===== src/inc/card_host_pkg.sv =====
// shared constants, register map and carrier types for the card host status block
package card_host_pkg;

	// ----------------------------------------------------------------
	// clock and timing
	// ----------------------------------------------------------------
	localparam int CLK_PERIOD_NS = 40; // 25 MHz system clock
	localparam int RESET_TIME_NS = 640; // least length of the internal reset
	localparam int RESET_CYCLES_RAW = (RESET_TIME_NS + CLK_PERIOD_NS - 1) / CLK_PERIOD_NS;
	localparam int RESET_CYCLES = (RESET_CYCLES_RAW < 1) ? 1 : RESET_CYCLES_RAW;
	localparam int RESET_CNT_W = 5; // wide enough for the reset count
	localparam logic [RESET_CNT_W-1:0] RESET_LAST = RESET_CNT_W'(RESET_CYCLES - 1);
	localparam logic [RESET_CNT_W-1:0] RESET_CNT_ZERO = 5'h00;

	// ----------------------------------------------------------------
	// register map, byte addresses
	// ----------------------------------------------------------------
	localparam int ADDR_W = 5;
	localparam logic [ADDR_W-1:0] ADDR_COMMAND = 5'h00; // clock_and_operation_command
	localparam logic [ADDR_W-1:0] ADDR_STATUS = 5'h04; // card_host_status
	localparam logic [ADDR_W-1:0] ADDR_DIVIDER = 5'h08; // card_clock_divider
	localparam logic [ADDR_W-1:0] ADDR_IRQ_STATUS = 5'h0C; // sticky event bits
	localparam logic [ADDR_W-1:0] ADDR_IRQ_MASK = 5'h10; // event enables

	// ----------------------------------------------------------------
	// command word fields
	// ----------------------------------------------------------------
	localparam int CMD_CLOCK_LSB = 0; // two-bit clock control code
	localparam int CMD_START_OP_BIT = 2;
	localparam int CMD_RESET_BIT = 3;
	localparam logic [1:0] CLOCK_CODE_STOP = 2'h1;
	localparam logic [1:0] CLOCK_CODE_START = 2'h2;

	// ----------------------------------------------------------------
	// divider and fifo levels
	// ----------------------------------------------------------------
	localparam int DIV_SEL_W = 3;
	localparam int DIV_CNT_W = 7; // largest division is 2**7
	localparam logic [DIV_CNT_W-1:0] DIV_CNT_ZERO = 7'h00;
	localparam logic [DIV_CNT_W-1:0] DIV_CNT_ONE = 7'h01;
	localparam int FIFO_COUNT_W = 5;
	localparam logic [FIFO_COUNT_W-1:0] FIFO_DEPTH = 5'h10;
	localparam logic [FIFO_COUNT_W-1:0] FIFO_AFULL_LEVEL = 5'h0F;
	localparam logic [FIFO_COUNT_W-1:0] FIFO_EMPTY_LEVEL = 5'h00;

	// ----------------------------------------------------------------
	// reset values and write-crc codes
	// ----------------------------------------------------------------
	localparam logic [31:0] STATUS_RESET = 32'h0000_0040;
	localparam logic [31:0] WORD_ZERO = 32'h0000_0000;
	localparam logic [1:0] WCRC_OK = 2'h0;
	localparam logic [1:0] WCRC_BAD = 2'h1;
	localparam logic [1:0] WCRC_NONE = 2'h2;

	// status word layout, also the layout of irq status and mask
	typedef struct packed {
		logic [15:0] reserved;
		logic reset_in_progress;
		logic sdio_int_active;
		logic programming_finished;
		logic data_transfer_done;
		logic command_sequence_finished;
		logic fifo_almost_full;
		logic card_in_read_wait;
		logic clock_enabled;
		logic fifo_full;
		logic fifo_empty;
		logic response_check_error;
		logic read_check_error;
		logic [1:0] write_check_status;
		logic response_timeout;
		logic read_timeout;
	} card_host_status_t;

	// reports from the command, data and fifo logic, same clock
	typedef struct packed {
		logic cmd_done; // pulse: command sequence finished
		logic data_done; // pulse: data transfer finished
		logic resp_crc_err; // pulse: response crc failed
		logic read_crc_err; // pulse: read data crc failed
		logic wcrc_valid; // pulse: write crc status arrived
		logic [1:0] wcrc_code; // code that goes with wcrc_valid
		logic resp_timeout; // pulse: response timed out
		logic read_timeout; // pulse: read data timed out
		logic sdio_ack; // pulse: acknowledge command sent to card
		logic read_wait; // level: card is in read wait
		logic [FIFO_COUNT_W-1:0] fifo_count; // words held in data fifo
	} ctl_events_t;

	// avalon-mm request group from the master
	typedef struct packed {
		logic read;
		logic write;
		logic [ADDR_W-1:0] address;
		logic [31:0] writedata;
		logic [3:0] byteenable;
	} av_req_t;

endpackage


===== src/hdl/card_host_status_and_clock_divider.sv =====
// status word, card clock divider and interrupt logic of the card host controller
`timescale 1ns/10ps

module card_host_status_and_clock_divider
(
	input wire logic clk,
	input wire logic rst,
	input wire card_host_pkg::av_req_t av_req,
	output logic [31:0] readdata,
	output logic waitrequest,
	input wire card_host_pkg::ctl_events_t ctl_ev,
	input wire logic card_dat0,
	input wire logic sdio_irq_n,
	output logic card_clk_tick,
	output logic ctl_reset,
	output logic start_op,
	output logic irq
);

	// ----------------------------------------------------------------
	// declarations
	// ----------------------------------------------------------------
	logic waitrequest_ff; // low for exactly one cycle per transfer
	logic [31:0] readdata_ff; // captured when waitrequest drops
	logic rd_acc; // read completes at this edge
	logic wr_acc; // write takes effect at this edge
	logic cmd_wr; // command word written
	logic soft_reset_req; // reset bit written as 1
	logic start_op_req; // start bit written as 1
	logic [1:0] clock_code; // clock control code of a command write
	logic resetting_ff; // internal reset in progress
	logic [card_host_pkg::RESET_CNT_W-1:0] reset_cnt_ff; // reset length counter
	logic clk_on_ff; // card clock running
	logic [card_host_pkg::DIV_SEL_W-1:0] div_sel_ff; // card_clock_divider select
	logic [card_host_pkg::DIV_CNT_W-1:0] div_cnt_ff; // source clock counter
	logic tick_ff; // one card clock period per tick
	logic dat0_s1_ff; // pin synchroniser, first stage
	logic dat0_s2_ff; // pin synchroniser, second stage
	logic irq_s1_ff; // pin synchroniser, first stage
	logic irq_s2_ff; // pin synchroniser, second stage
	card_host_pkg::card_host_status_t status_ff; // card_host_status
	card_host_pkg::card_host_status_t nxt_status; // next status value
	card_host_pkg::card_host_status_t ev_word; // events in status layout
	logic [31:0] irq_status_ff; // sticky event bits
	logic [31:0] irq_mask_ff; // event enables
	logic [31:0] irq_clear; // bits an irq status read returned
	logic irq_ff; // level interrupt
	logic start_op_ff; // one-cycle start pulse to controller
	logic [31:0] rd_value; // read mux

	// ----------------------------------------------------------------
	// functions
	// ----------------------------------------------------------------
	// low-bit mask of the counter that must be all ones for a tick
	function automatic logic [card_host_pkg::DIV_CNT_W-1:0] div_mask
	(
		input logic [card_host_pkg::DIV_SEL_W-1:0] sel
	);
		logic [card_host_pkg::DIV_CNT_W:0] one_hot;
		one_hot = (card_host_pkg::DIV_CNT_W+1)'(1) << sel;
		return card_host_pkg::DIV_CNT_W'(one_hot - (card_host_pkg::DIV_CNT_W+1)'(1));
	endfunction

	// ----------------------------------------------------------------
	// avalon-mm slave
	// ----------------------------------------------------------------
	assign rd_acc = av_req.read && !waitrequest_ff;
	assign wr_acc = av_req.write && !waitrequest_ff;
	assign cmd_wr = wr_acc && (av_req.address == card_host_pkg::ADDR_COMMAND)
		&& av_req.byteenable[0];
	assign soft_reset_req = cmd_wr && av_req.writedata[card_host_pkg::CMD_RESET_BIT];
	assign start_op_req = cmd_wr && av_req.writedata[card_host_pkg::CMD_START_OP_BIT];
	assign clock_code = av_req.writedata[card_host_pkg::CMD_CLOCK_LSB +: 2];

	// one wait cycle, then a single ready cycle; never two in a row
	always_ff @(posedge clk)
	begin
		if (rst)
			waitrequest_ff <= 1'b1;
		else if ((av_req.read || av_req.write) && waitrequest_ff)
			waitrequest_ff <= 1'b0;
		else
			waitrequest_ff <= 1'b1;
	end

	// read mux; unmapped and write-only words read as zero
	always_comb
	begin
		rd_value = card_host_pkg::WORD_ZERO;
		case (av_req.address)
			card_host_pkg::ADDR_STATUS: rd_value = status_ff;
			card_host_pkg::ADDR_DIVIDER: rd_value = 32'(div_sel_ff);
			card_host_pkg::ADDR_IRQ_STATUS: rd_value = irq_status_ff;
			card_host_pkg::ADDR_IRQ_MASK: rd_value = irq_mask_ff;
			default: rd_value = card_host_pkg::WORD_ZERO;
		endcase
	end

	// read data is caught as waitrequest drops and stands for that cycle
	always_ff @(posedge clk)
	begin
		if (rst)
			readdata_ff <= card_host_pkg::WORD_ZERO;
		else if (av_req.read && waitrequest_ff)
			readdata_ff <= rd_value;
	end

	AST_ONE_READY: assert property (@(posedge clk) disable iff (rst)
		!waitrequest_ff |=> waitrequest_ff)
		else $error("waitrequest low for more than one cycle");

	// ----------------------------------------------------------------
	// internal reset sequencer
	// ----------------------------------------------------------------
	// runs after power-up reset and after a software reset request
	always_ff @(posedge clk)
	begin
		if (rst)
		begin
			resetting_ff <= 1'b1;
			reset_cnt_ff <= card_host_pkg::RESET_CNT_ZERO;
		end
		else if (soft_reset_req)
		begin
			resetting_ff <= 1'b1;
			reset_cnt_ff <= card_host_pkg::RESET_CNT_ZERO;
		end
		else if (resetting_ff)
		begin
			if (reset_cnt_ff == card_host_pkg::RESET_LAST)
				resetting_ff <= 1'b0;
			reset_cnt_ff <= reset_cnt_ff + 1'b1;
		end
	end

	AST_SOFT_RESET: assert property (@(posedge clk) disable iff (rst)
		(soft_reset_req && !resetting_ff) |=> resetting_ff && status_ff.reset_in_progress == 1'b0
		##1 status_ff.reset_in_progress)
		else $error("software reset did not raise the resetting flag");

	AST_RESET_END: assert property (@(posedge clk) disable iff (rst)
		(resetting_ff && reset_cnt_ff == card_host_pkg::RESET_LAST && !soft_reset_req)
		|=> !resetting_ff ##1 !status_ff.reset_in_progress)
		else $error("resetting flag not cleared at end of reset");

	// ----------------------------------------------------------------
	// card clock control and divider
	// ----------------------------------------------------------------
	// start/stop command; code 00 and 11 leave the clock alone
	always_ff @(posedge clk)
	begin
		if (rst)
			clk_on_ff <= 1'b0;
		else if (resetting_ff)
			clk_on_ff <= 1'b0;
		else if (cmd_wr && clock_code == card_host_pkg::CLOCK_CODE_START)
			clk_on_ff <= 1'b1;
		else if (cmd_wr && clock_code == card_host_pkg::CLOCK_CODE_STOP)
			clk_on_ff <= 1'b0;
	end

	// divider select, set by software, cleared to zero by the internal reset
	always_ff @(posedge clk)
	begin
		if (rst)
			div_sel_ff <= '0;
		else if (resetting_ff)
			div_sel_ff <= '0;
		else if (wr_acc && av_req.address == card_host_pkg::ADDR_DIVIDER
			&& av_req.byteenable[0])
			div_sel_ff <= av_req.writedata[card_host_pkg::DIV_SEL_W-1:0];
	end

	// tick every 2**sel source cycles; a gated-clock cell downstream
	// uses it, since a flop cannot pass the source clock through itself
	always_ff @(posedge clk)
	begin
		if (rst)
		begin
			div_cnt_ff <= card_host_pkg::DIV_CNT_ZERO;
			tick_ff <= 1'b0;
		end
		else if (!clk_on_ff)
		begin
			div_cnt_ff <= card_host_pkg::DIV_CNT_ZERO;
			tick_ff <= 1'b0;
		end
		else
		begin
			div_cnt_ff <= div_cnt_ff + card_host_pkg::DIV_CNT_ONE;
			tick_ff <= (div_cnt_ff & div_mask(div_sel_ff)) == div_mask(div_sel_ff);
		end
	end

	AST_DIV_ONE: assert property (@(posedge clk) disable iff (rst)
		($past(clk_on_ff) && $past(div_sel_ff) == 3'h0) |-> tick_ff)
		else $error("divide-by-one clock missed a tick");

	AST_DIV_TWO: assert property (@(posedge clk) disable iff (rst)
		(tick_ff && clk_on_ff && div_sel_ff == 3'h1 && $stable(div_sel_ff))
		|=> !tick_ff)
		else $error("divide-by-two clock ticked twice in a row");

	AST_CLK_START: assert property (@(posedge clk) disable iff (rst)
		(cmd_wr && clock_code == card_host_pkg::CLOCK_CODE_START && !resetting_ff
		&& !soft_reset_req)
		|=> ##1 status_ff.clock_enabled)
		else $error("clock start not shown in status");

	AST_CLK_STOP: assert property (@(posedge clk) disable iff (rst)
		(cmd_wr && clock_code == card_host_pkg::CLOCK_CODE_STOP)
		|=> !clk_on_ff ##1 !tick_ff)
		else $error("clock stop did not stop the card clock");

	// ----------------------------------------------------------------
	// pin synchronisers
	// ----------------------------------------------------------------
	// card busy (data line 0 low) and sdio interrupt come from the card
	always_ff @(posedge clk)
	begin
		if (rst)
		begin
			// idle level of the line: card not busy
			dat0_s1_ff <= 1'b1;
			dat0_s2_ff <= 1'b1;
			irq_s1_ff <= 1'b1;
			irq_s2_ff <= 1'b1;
		end
		else
		begin
			dat0_s1_ff <= card_dat0;
			dat0_s2_ff <= dat0_s1_ff;
			irq_s1_ff <= sdio_irq_n;
			irq_s2_ff <= irq_s1_ff;
		end
	end

	// ----------------------------------------------------------------
	// status word
	// ----------------------------------------------------------------
	// a new operation clears the completion and error flags; an event
	// in the same cycle still wins over that clear
	always_comb
	begin
		nxt_status = status_ff;
		nxt_status.reserved = '0;
		nxt_status.reset_in_progress = resetting_ff;
		if (start_op_req)
		begin
			nxt_status.command_sequence_finished = 1'b0;
			nxt_status.data_transfer_done = 1'b0;
			nxt_status.response_check_error = 1'b0;
			nxt_status.read_check_error = 1'b0;
			nxt_status.write_check_status = card_host_pkg::WCRC_OK;
			nxt_status.response_timeout = 1'b0;
			nxt_status.read_timeout = 1'b0;
		end
		if (ctl_ev.cmd_done)
			nxt_status.command_sequence_finished = 1'b1;
		if (ctl_ev.data_done)
			nxt_status.data_transfer_done = 1'b1;
		if (ctl_ev.resp_crc_err)
			nxt_status.response_check_error = 1'b1;
		if (ctl_ev.read_crc_err)
			nxt_status.read_check_error = 1'b1;
		if (ctl_ev.wcrc_valid)
			nxt_status.write_check_status = ctl_ev.wcrc_code;
		if (ctl_ev.resp_timeout)
			nxt_status.response_timeout = 1'b1;
		if (ctl_ev.read_timeout)
			nxt_status.read_timeout = 1'b1;
		// interrupt held until acknowledge; a live request wins
		if (ctl_ev.sdio_ack)
			nxt_status.sdio_int_active = 1'b0;
		if (!irq_s2_ff)
			nxt_status.sdio_int_active = 1'b1;
		nxt_status.programming_finished = dat0_s2_ff;
		nxt_status.card_in_read_wait = ctl_ev.read_wait;
		nxt_status.clock_enabled = clk_on_ff;
		// full is exact: while software drains it seldom reaches it
		nxt_status.fifo_full = ctl_ev.fifo_count >= card_host_pkg::FIFO_DEPTH;
		nxt_status.fifo_almost_full = ctl_ev.fifo_count >= card_host_pkg::FIFO_AFULL_LEVEL;
		nxt_status.fifo_empty = ctl_ev.fifo_count == card_host_pkg::FIFO_EMPTY_LEVEL;
		if (resetting_ff)
		begin
			nxt_status = card_host_pkg::STATUS_RESET;
			nxt_status.reset_in_progress = 1'b1;
		end
	end

	// status register, empty flag set out of reset
	always_ff @(posedge clk)
	begin
		if (rst)
			status_ff <= card_host_pkg::STATUS_RESET;
		else
			status_ff <= nxt_status;
	end

	AST_SDIO_HOLD: assert property (@(posedge clk) disable iff (rst)
		(status_ff.sdio_int_active && !ctl_ev.sdio_ack && !resetting_ff)
		|=> status_ff.sdio_int_active)
		else $error("sdio interrupt flag dropped without acknowledge");

	AST_PROGRAMMING_FINISHED: assert property (@(posedge clk) disable iff (rst)
		(!resetting_ff && !$past(resetting_ff) && !$past(rst, 3))
		|=> status_ff.programming_finished == $past(card_dat0, 3))
		else $error("programming flag does not follow card busy");

	AST_DONE_SET: assert property (@(posedge clk) disable iff (rst)
		((ctl_ev.data_done || ctl_ev.cmd_done) && !resetting_ff)
		|=> (status_ff.data_transfer_done || !$past(ctl_ev.data_done))
		&& (status_ff.command_sequence_finished || !$past(ctl_ev.cmd_done)))
		else $error("completion flag not set");

	AST_CMD_STICKY: assert property (@(posedge clk) disable iff (rst)
		(status_ff.command_sequence_finished && !start_op_req && !resetting_ff)
		|=> status_ff.command_sequence_finished)
		else $error("command finished flag lost");

	AST_FIFO_LEVELS: assert property (@(posedge clk) disable iff (rst)
		!resetting_ff |=> status_ff.fifo_almost_full
		== ($past(ctl_ev.fifo_count) >= card_host_pkg::FIFO_AFULL_LEVEL)
		&& status_ff.fifo_empty == ($past(ctl_ev.fifo_count) == 5'h00))
		else $error("fifo level flags wrong");

	AST_FIFO_FULL: assert property (@(posedge clk) disable iff (rst)
		(!resetting_ff && ctl_ev.fifo_count == card_host_pkg::FIFO_DEPTH)
		|=> status_ff.fifo_full && status_ff.fifo_almost_full && !status_ff.fifo_empty)
		else $error("fifo full flag wrong");

	AST_ERR_SET: assert property (@(posedge clk) disable iff (rst)
		(!resetting_ff && (ctl_ev.resp_crc_err || ctl_ev.read_crc_err))
		|=> (status_ff.response_check_error || status_ff.read_check_error)
		&& status_ff.response_check_error == $past(ctl_ev.resp_crc_err)
		|| $past(status_ff.response_check_error) && !$past(start_op_req))
		else $error("crc error flag wrong");

	AST_WCRC: assert property (@(posedge clk) disable iff (rst)
		(!resetting_ff && ctl_ev.wcrc_valid)
		|=> status_ff.write_check_status == $past(ctl_ev.wcrc_code))
		else $error("write crc status not loaded");

	AST_TIMEOUTS: assert property (@(posedge clk) disable iff (rst)
		(!resetting_ff && (ctl_ev.resp_timeout || ctl_ev.read_timeout))
		|=> (status_ff.response_timeout || !$past(ctl_ev.resp_timeout))
		&& (status_ff.read_timeout || !$past(ctl_ev.read_timeout)))
		else $error("timeout flags not set");

	// ----------------------------------------------------------------
	// interrupt status, mask and output
	// ----------------------------------------------------------------
	// events shaped like the status word: event pulses as they come, rising edges of the sdio and programming flags
	always_comb
	begin
		ev_word = '0;
		ev_word.sdio_int_active = nxt_status.sdio_int_active && !status_ff.sdio_int_active;
		// the flag is forced low in reset; its rise just after is no event
		ev_word.programming_finished = nxt_status.programming_finished
			&& !status_ff.programming_finished && !status_ff.reset_in_progress;
		ev_word.data_transfer_done = ctl_ev.data_done;
		ev_word.command_sequence_finished = ctl_ev.cmd_done;
		ev_word.response_check_error = ctl_ev.resp_crc_err;
		ev_word.read_check_error = ctl_ev.read_crc_err;
		ev_word.write_check_status = ctl_ev.wcrc_valid ? ctl_ev.wcrc_code : 2'h0;
		ev_word.response_timeout = ctl_ev.resp_timeout;
		ev_word.read_timeout = ctl_ev.read_timeout;
	end

	// a read clears only the bits it returned, so late events survive
	assign irq_clear = (rd_acc && av_req.address == card_host_pkg::ADDR_IRQ_STATUS)
		? readdata_ff : card_host_pkg::WORD_ZERO;

	always_ff @(posedge clk)
	begin
		if (rst)
			irq_status_ff <= card_host_pkg::WORD_ZERO;
		else if (resetting_ff)
			irq_status_ff <= card_host_pkg::WORD_ZERO;
		else
			irq_status_ff <= (irq_status_ff & ~irq_clear) | ev_word;
	end

	// mask register, same layout as status
	always_ff @(posedge clk)
	begin
		if (rst)
			irq_mask_ff <= card_host_pkg::WORD_ZERO;
		else if (resetting_ff)
			irq_mask_ff <= card_host_pkg::WORD_ZERO;
		else if (wr_acc && av_req.address == card_host_pkg::ADDR_IRQ_MASK)
			irq_mask_ff <= av_req.writedata;
	end

	// registered level; trails the status bits by one cycle
	always_ff @(posedge clk)
	begin
		if (rst)
			irq_ff <= 1'b0;
		else
			irq_ff <= |(irq_status_ff & irq_mask_ff);
	end

	// start pulse handed to the command logic
	always_ff @(posedge clk)
	begin
		if (rst)
			start_op_ff <= 1'b0;
		else
			start_op_ff <= start_op_req && !resetting_ff;
	end

	// ----------------------------------------------------------------
	// outputs
	// ----------------------------------------------------------------
	assign readdata = readdata_ff;
	assign waitrequest = waitrequest_ff;
	assign card_clk_tick = tick_ff;
	assign ctl_reset = resetting_ff;
	assign start_op = start_op_ff;
	assign irq = irq_ff;

endmodule // card_host_status_and_clock_divider


===== config.mk =====
export PLATFORM = sky130hd
export DESIGN_NAME = card_host_status_and_clock_divider
export DESIGN_NICKNAME = d
export VERILOG_FILES = /design/src/inc/card_host_pkg.sv /design/src/hdl/card_host_status_and_clock_divider.sv
export SDC_FILE = /design/constraint.sdc
export NUM_CORES = 1
export LEC_CHECK = 0
export BUFFER_PORTS_ARGS = -buffer_cell sky130_fd_sc_hd__buf_2
export CELL_PAD_IN_SITES_DETAIL_PLACEMENT = 0
export CELL_PAD_IN_SITES_GLOBAL_PLACEMENT = 1
export CORE_ASPECT_RATIO = 1.4
export CORE_UTILIZATION = 37
export DETAILED_ROUTE_END_ITERATION = 10
export MAX_ROUTING_LAYER = met4
export PLACE_DENSITY_LB_ADDON = 0.1
export SLEW_MARGIN = 30
export SYNTH_ARGS = -nofsm -noshare
export SYNTH_HDL_FRONTEND = slang
export SYNTH_SLANG_ARGS = --single-unit

===== constraint.sdc =====
create_clock -name clk -period 1.95 [get_ports clk]
set_clock_uncertainty 0.2 [all_clocks]
set_input_delay 0.39 -clock clk [delete_from_list [all_inputs] [get_ports clk]]
set_output_delay 0.39 -clock clk [all_outputs]
set_load 0.02 [all_outputs]

; Yosys cells after proc, flatten, opt, wreduce, memory -nomap -nowiden
; Index checks and enable logic that the tools add are counted.
[classes]
bitwise_logic = 6
order_cmp = 2
addsub = 3
reduce_logical = 38
n_eq_ne = 8
muxes = 20
shift = 1
[ops]
columns = cell, count
row1 = one-hot mux 32 bit (4 select lines), 1
row2 = AND 32 bit, 2
row3 = 2-to-1 mux 32 bit, 1
row4 = inverter 32 bit, 1
row5 = bitwise OR 32 x 15 -> 32 bit, 1
row6 = OR reduction 32 bit, 1
row7 = logical AND 1 bit, 18
row8 = 2-to-1 mux 16 bit, 1
row9 = nonzero test 2 bit, 8
row10 = equality test 5 x 4 -> 1 bit (second input constant), 3
row11 = 2-to-1 mux 1 bit, 13
row12 = zero test 5 bit, 2
row13 = adder 7 x 1 -> 7 bit (second input constant), 1
row14 = AND 7 bit, 1
row15 = equality test 7 bit, 1
row16 = << shifter 1 x 3 -> 7 bit (first input constant), 1
row17 = subtractor 7 x 1 -> 7 bit (second input constant), 1
row18 = 2-to-1 mux 2 bit, 3
row19 = 2-to-1 mux 6 bit, 1
row20 = OR reduction 2 bit, 3
row21 = adder 5 x 1 -> 5 bit (second input constant), 1
row22 = equality test 5 x 3 -> 1 bit (second input constant), 1
row23 = equality test 5 bit (second input constant), 1
row24 = greater-or-equal comparator 5 x 4 -> 1 bit (second input constant), 1
row25 = other kinds (6), 10
[totals]
reg_bits = 153
inputBits = 63
out_inout_bits = 37

; Depth between registers and ports, before layout
[depth]
ltp_word = 11
mapped_depth = 8

; Worst setup path after synthesis
; Ideal clock, no wire load.
[synth_timing]
path_type = input to register
startpoint = input av_req[39] (netlist bit)
endpoint = register div_sel_ff[1] (netlist bit)
path_buffers = 2
required_ns = 1.622
setup_slack_ns = 0.025
path_stages = 6
arrival_ns = 1.598
setup_time_ns = 0.128
path_cell_list = buf_6 -> or4b_4 -> or3_1 -> buf_2 -> mux2i_1 -> nor2_1
[synth_between]
elab_chain_cells = 3
[synth_lines]
columns = item, line_no
row1 = start: declaration, card_host_status_and_clock_divider.sv:8  ; input wire card_host_pkg::av_req_t av_req,
row2 = equality test 5 x 4 -> 1 bit, card_host_status_and_clock_divider.sv:169  ; else if (wr_acc && av_req.address == card_host_pkg::ADDR_DIVIDER
row3 = logical AND 1 bit, card_host_status_and_clock_divider.sv:169
row4 = logical AND 1 bit, card_host_status_and_clock_divider.sv:170  ; && av_req.byteenable[0])
row5 = end signal: assignment, card_host_status_and_clock_divider.sv:171  ; div_sel_ff <= av_req.writedata[card_host_pkg::DIV_SEL_W-1:0];
row6 = end: declaration, card_host_status_and_clock_divider.sv:34  ; logic [card_host_pkg::DIV_SEL_W-1:0] div_sel_ff;
; No other way between the ends.
; A chain may end at the register's enable or synchronous reset.

; Final worst setup path
[layout_timing]
startpoint = register resetting_ff, in the netlist ctl_reset
endpoint = output ctl_reset
[layout_rtl]
columns = item, line_no
row1 = start: declaration, card_host_status_and_clock_divider.sv:31  ; logic resetting_ff;
row2 = start signal: assignment, card_host_status_and_clock_divider.sv:120  ; resetting_ff <= 1'b1;
row3 = start signal: assignment, card_host_status_and_clock_divider.sv:125  ; resetting_ff <= 1'b1;
row4 = start signal: assignment, card_host_status_and_clock_divider.sv:131  ; resetting_ff <= 1'b0;
row5 = end: declaration, card_host_status_and_clock_divider.sv:15  ; output logic ctl_reset,
; No word-level cell between the ends.

==> metrics.md <==
| Metric | Value |
|---|---|
| Die Wd | 103.9 µm |
| Die area | roughly 0.015 mm² |
| Crit path required time | 1.36 ns |
| Net Count, Synth | 702 |
| Clock net sink count | 137 |
| I/O pins | 100 |
| CTS tree | built |
| Power per cell area | ~960 mW/mm² |
| Simple-Gate Fraction of Synth Area | 18.77% |
| Outcome | completed |
| Largest net degree at the start of global routing | 37 |
| Synth Flop Type | dfxtp_1 |
| Height of the die | around 140 µm |
| Slew Limit Headroom | between 60% and 70% |
| Critical Path Fanout Max | 8 |
| Post-CTS sizing | 0 |
| Post-Synthesis Cells | between 600 and 700 |
| ANT cells | 0 |
| Final slew viol count | 0 |
| Post-route minimum period | ~1.8 ns |
| Adder-Cell Fraction of Synth Area | less than 1% |
| Vias in the first global route | 4,813 |
| Clock buffer depth | 2 |
| Compound-cell area share of the yosys netlist | 19.84% |
| Fillers | 1,394 |
| Cell area after layout | 0.007164 mm² |
| Finished Layout Cells | 957 |
| Setup violations, final | 0 |
| Grt ovf | 0 |
| # DRC | 0 |
| Row cnt | 51 |
| Area Growth Syn to Fin | 33.16% |
| Pin slew with the least headroom to its limit | 0.4770 ns |
| Root Buffer | clkbuf_16 |
| Yosys warnings | 0 |
| Fin util | a little over 50% |
| Worst skew pair latency | 0.41 ns |
| Max_cap viols | 0 |
| Drt wl/cell | 16.66 µm |
| Worst hold path class | primary input to flip-flop |
| Placeable Area | roughly 0.014 mm² |
| Nets@finish | around 830 |
| Period utilization | 93.33% |
| LEAKAGE | approximately 2.8 nW |
| Yosys reg bits | 137 |
| EDFF count, synth | 0 |
| Critical Path Source Type | flip-flop |
| CTS clk-pin slew, worst paths | 0.06 ns |
| Initial Util | 38.32% |
| Synth cell types | 49 |
| Dpl hpwl | 10,710 µm |
| Worst Setup End Kind | output pin |
| Num CTS Buffers | 17 |
| Main combinational cell family by area after synthesis | compound AO/OA/AOI/OAI gates |
| XOR/XNOR share of the synthesized area | 1.465% |
| Sequential-to-total area share from yosys stat | 50.98% |
| Post-Syn Area | 0.005380 mm² |
| RSZ-0062 raised after global routing | no |
| Avg Cell Area, Syn | 8.473 µm² |
| CTS H-tree depth | 4 |
| Asr flop ratio synth | 0% |
| Share of layout cells above drive strength 1 | 22.93% |
| Tot Pwr | 0.006874 W |
| Synth cell count leaders | nand2_1 (142), dfxtp_1 (137), a21oi_1 (74), nor2_1 (41), a22oi_1 (32) |
| Setup_tns | 0 ns |
| Yosys top cell area share | 50.98% |
| Post-synthesis mux area share | under 10% |
| Via-per-instance ratio | 5.137 |
| GRT Total Usage | between 20 and 25% |
| Final RePlAce weighted congestion | 0.8370 |
| Fmax | 549.5 MHz |
| Most instantiated library cell after synthesis | nand2_1 |
| Initial antenna violation count | 0 |
| Pre-antenna DRT Iters | 4 |
| Post-DP Area | 0.006344 mm² |
| Antenna viol nets, final | 0 |
| Critical path type | flip-flop to output pin |
| Global-route wire length before repair | 25,250 µm |
| Inst Count DP | 913 |
| IO buf count | 96 |
| Final hold vios | 0 |
| Synth top area cells | dfxtp_1 (51%), nand2_1 (9.9%), a21oi_1 (6.9%), a22oi_1 (4.5%), mux2i_1 (3.7%) |
| Synth area leader | dfxtp_1 |
| Peak supply drop | just over 0.0005 V |
| DR vias | about 5,000 |
| Drt first-iter violations | 211 |
| Critical path arrival | 1.23 ns |
| Drt total wl | 15,950 µm |
[cells by family (layout without fill, tap and decap cells)]
group           Yosys count  after routing
xor+xnor                  9              9
compound gates          180            180
buf+inv                  54            191
fa+ha+maj                 4              4
flops                   137            137
mux                      20             20
simple gates            231            231
[layout make-up]
type	count	area [µm²]	area share, %
inverters	14	52.55	0.7335
clock buffers	21	460.4	6.427
multi-input cells	444	2421	33.79
repair buffers	145	1016	14.18
well taps	185	231.5	3.231
clock inverters	11	240.2	3.353
flip-flops and latches	137	2743	38.28
[stage by stage]
step,hold WS (ns),setup slack (ns)
final,0.01633,0.1301
after global routing,0.01002,0.04226
after CTS,0.0003028,0.1190
after detailed placement,0.2007,-0.1835
after global placement,0.1923,-0.2060
after floorplan,0.1895,0.02462
[final timing paths]
path	from	to	slack, ns	cells past startpoint
max	ctl_reset	ctl_reset	0.13	2
max reg2reg	div_sel_ff[2]	card_clk_tick	0.32	5
min reg2reg	irq_s1_ff	irq_s2_ff	0.21	1
min	av_req[10]	irq_mask_ff[6]	0.02	3
[cell usage in the layout (no fill, tap or decap), types with 11 or more instances in the layout]
master,instances
nand2_1,142
dfxtp_1,137
buf_2,96
a21oi_1,73
nor2_1,40
a22oi_1,32
o21ai_1,26
buf_4,26
mux2i_1,20
o21ai_0,17
clkbuf_16,17
inv_1,14
dlygate4sd3_1,12
buf_12,11
[sequential cells by signal, summed over array words and instances, names as in the netlist, 3 cells and up]
name           count
irq_mask_ff       32
irq_status_ff     32
readdata          32
status_ff         16
div_cnt_ff         7
reset_cnt_ff       5
div_sel_ff         3
[worst max-delay path: stages, from the launching register on]
cell,delay [ns]
dfxtp_1,0.44
buf_4,0.21
buf_2,0.17
[routing by layer]
layer  share of wire (%)  GRT usage [%]
met4                 1.2          7.594
met2                  51          40.32
met1                  44          25.93
met5                   0              -
met3                 3.6          4.075
[where the power goes]
group	switching (W)	leakage, nW	internal, W	total [W]
Combinational	0.000132	1.34	0.000121	0.000253
Clock	0.00120	0.338	0.00260	0.00380
Sequential	0.00000877	1.11	0.00281	0.00282
[what timing repair did]
item | 4_1_cts | 5_1_grt
hold buffers | 10 | 2
hold endpoints to repair | 10 | 2
setup buffers | 0 | 0
No activity file was read; power rests on OpenSTA's default activity.
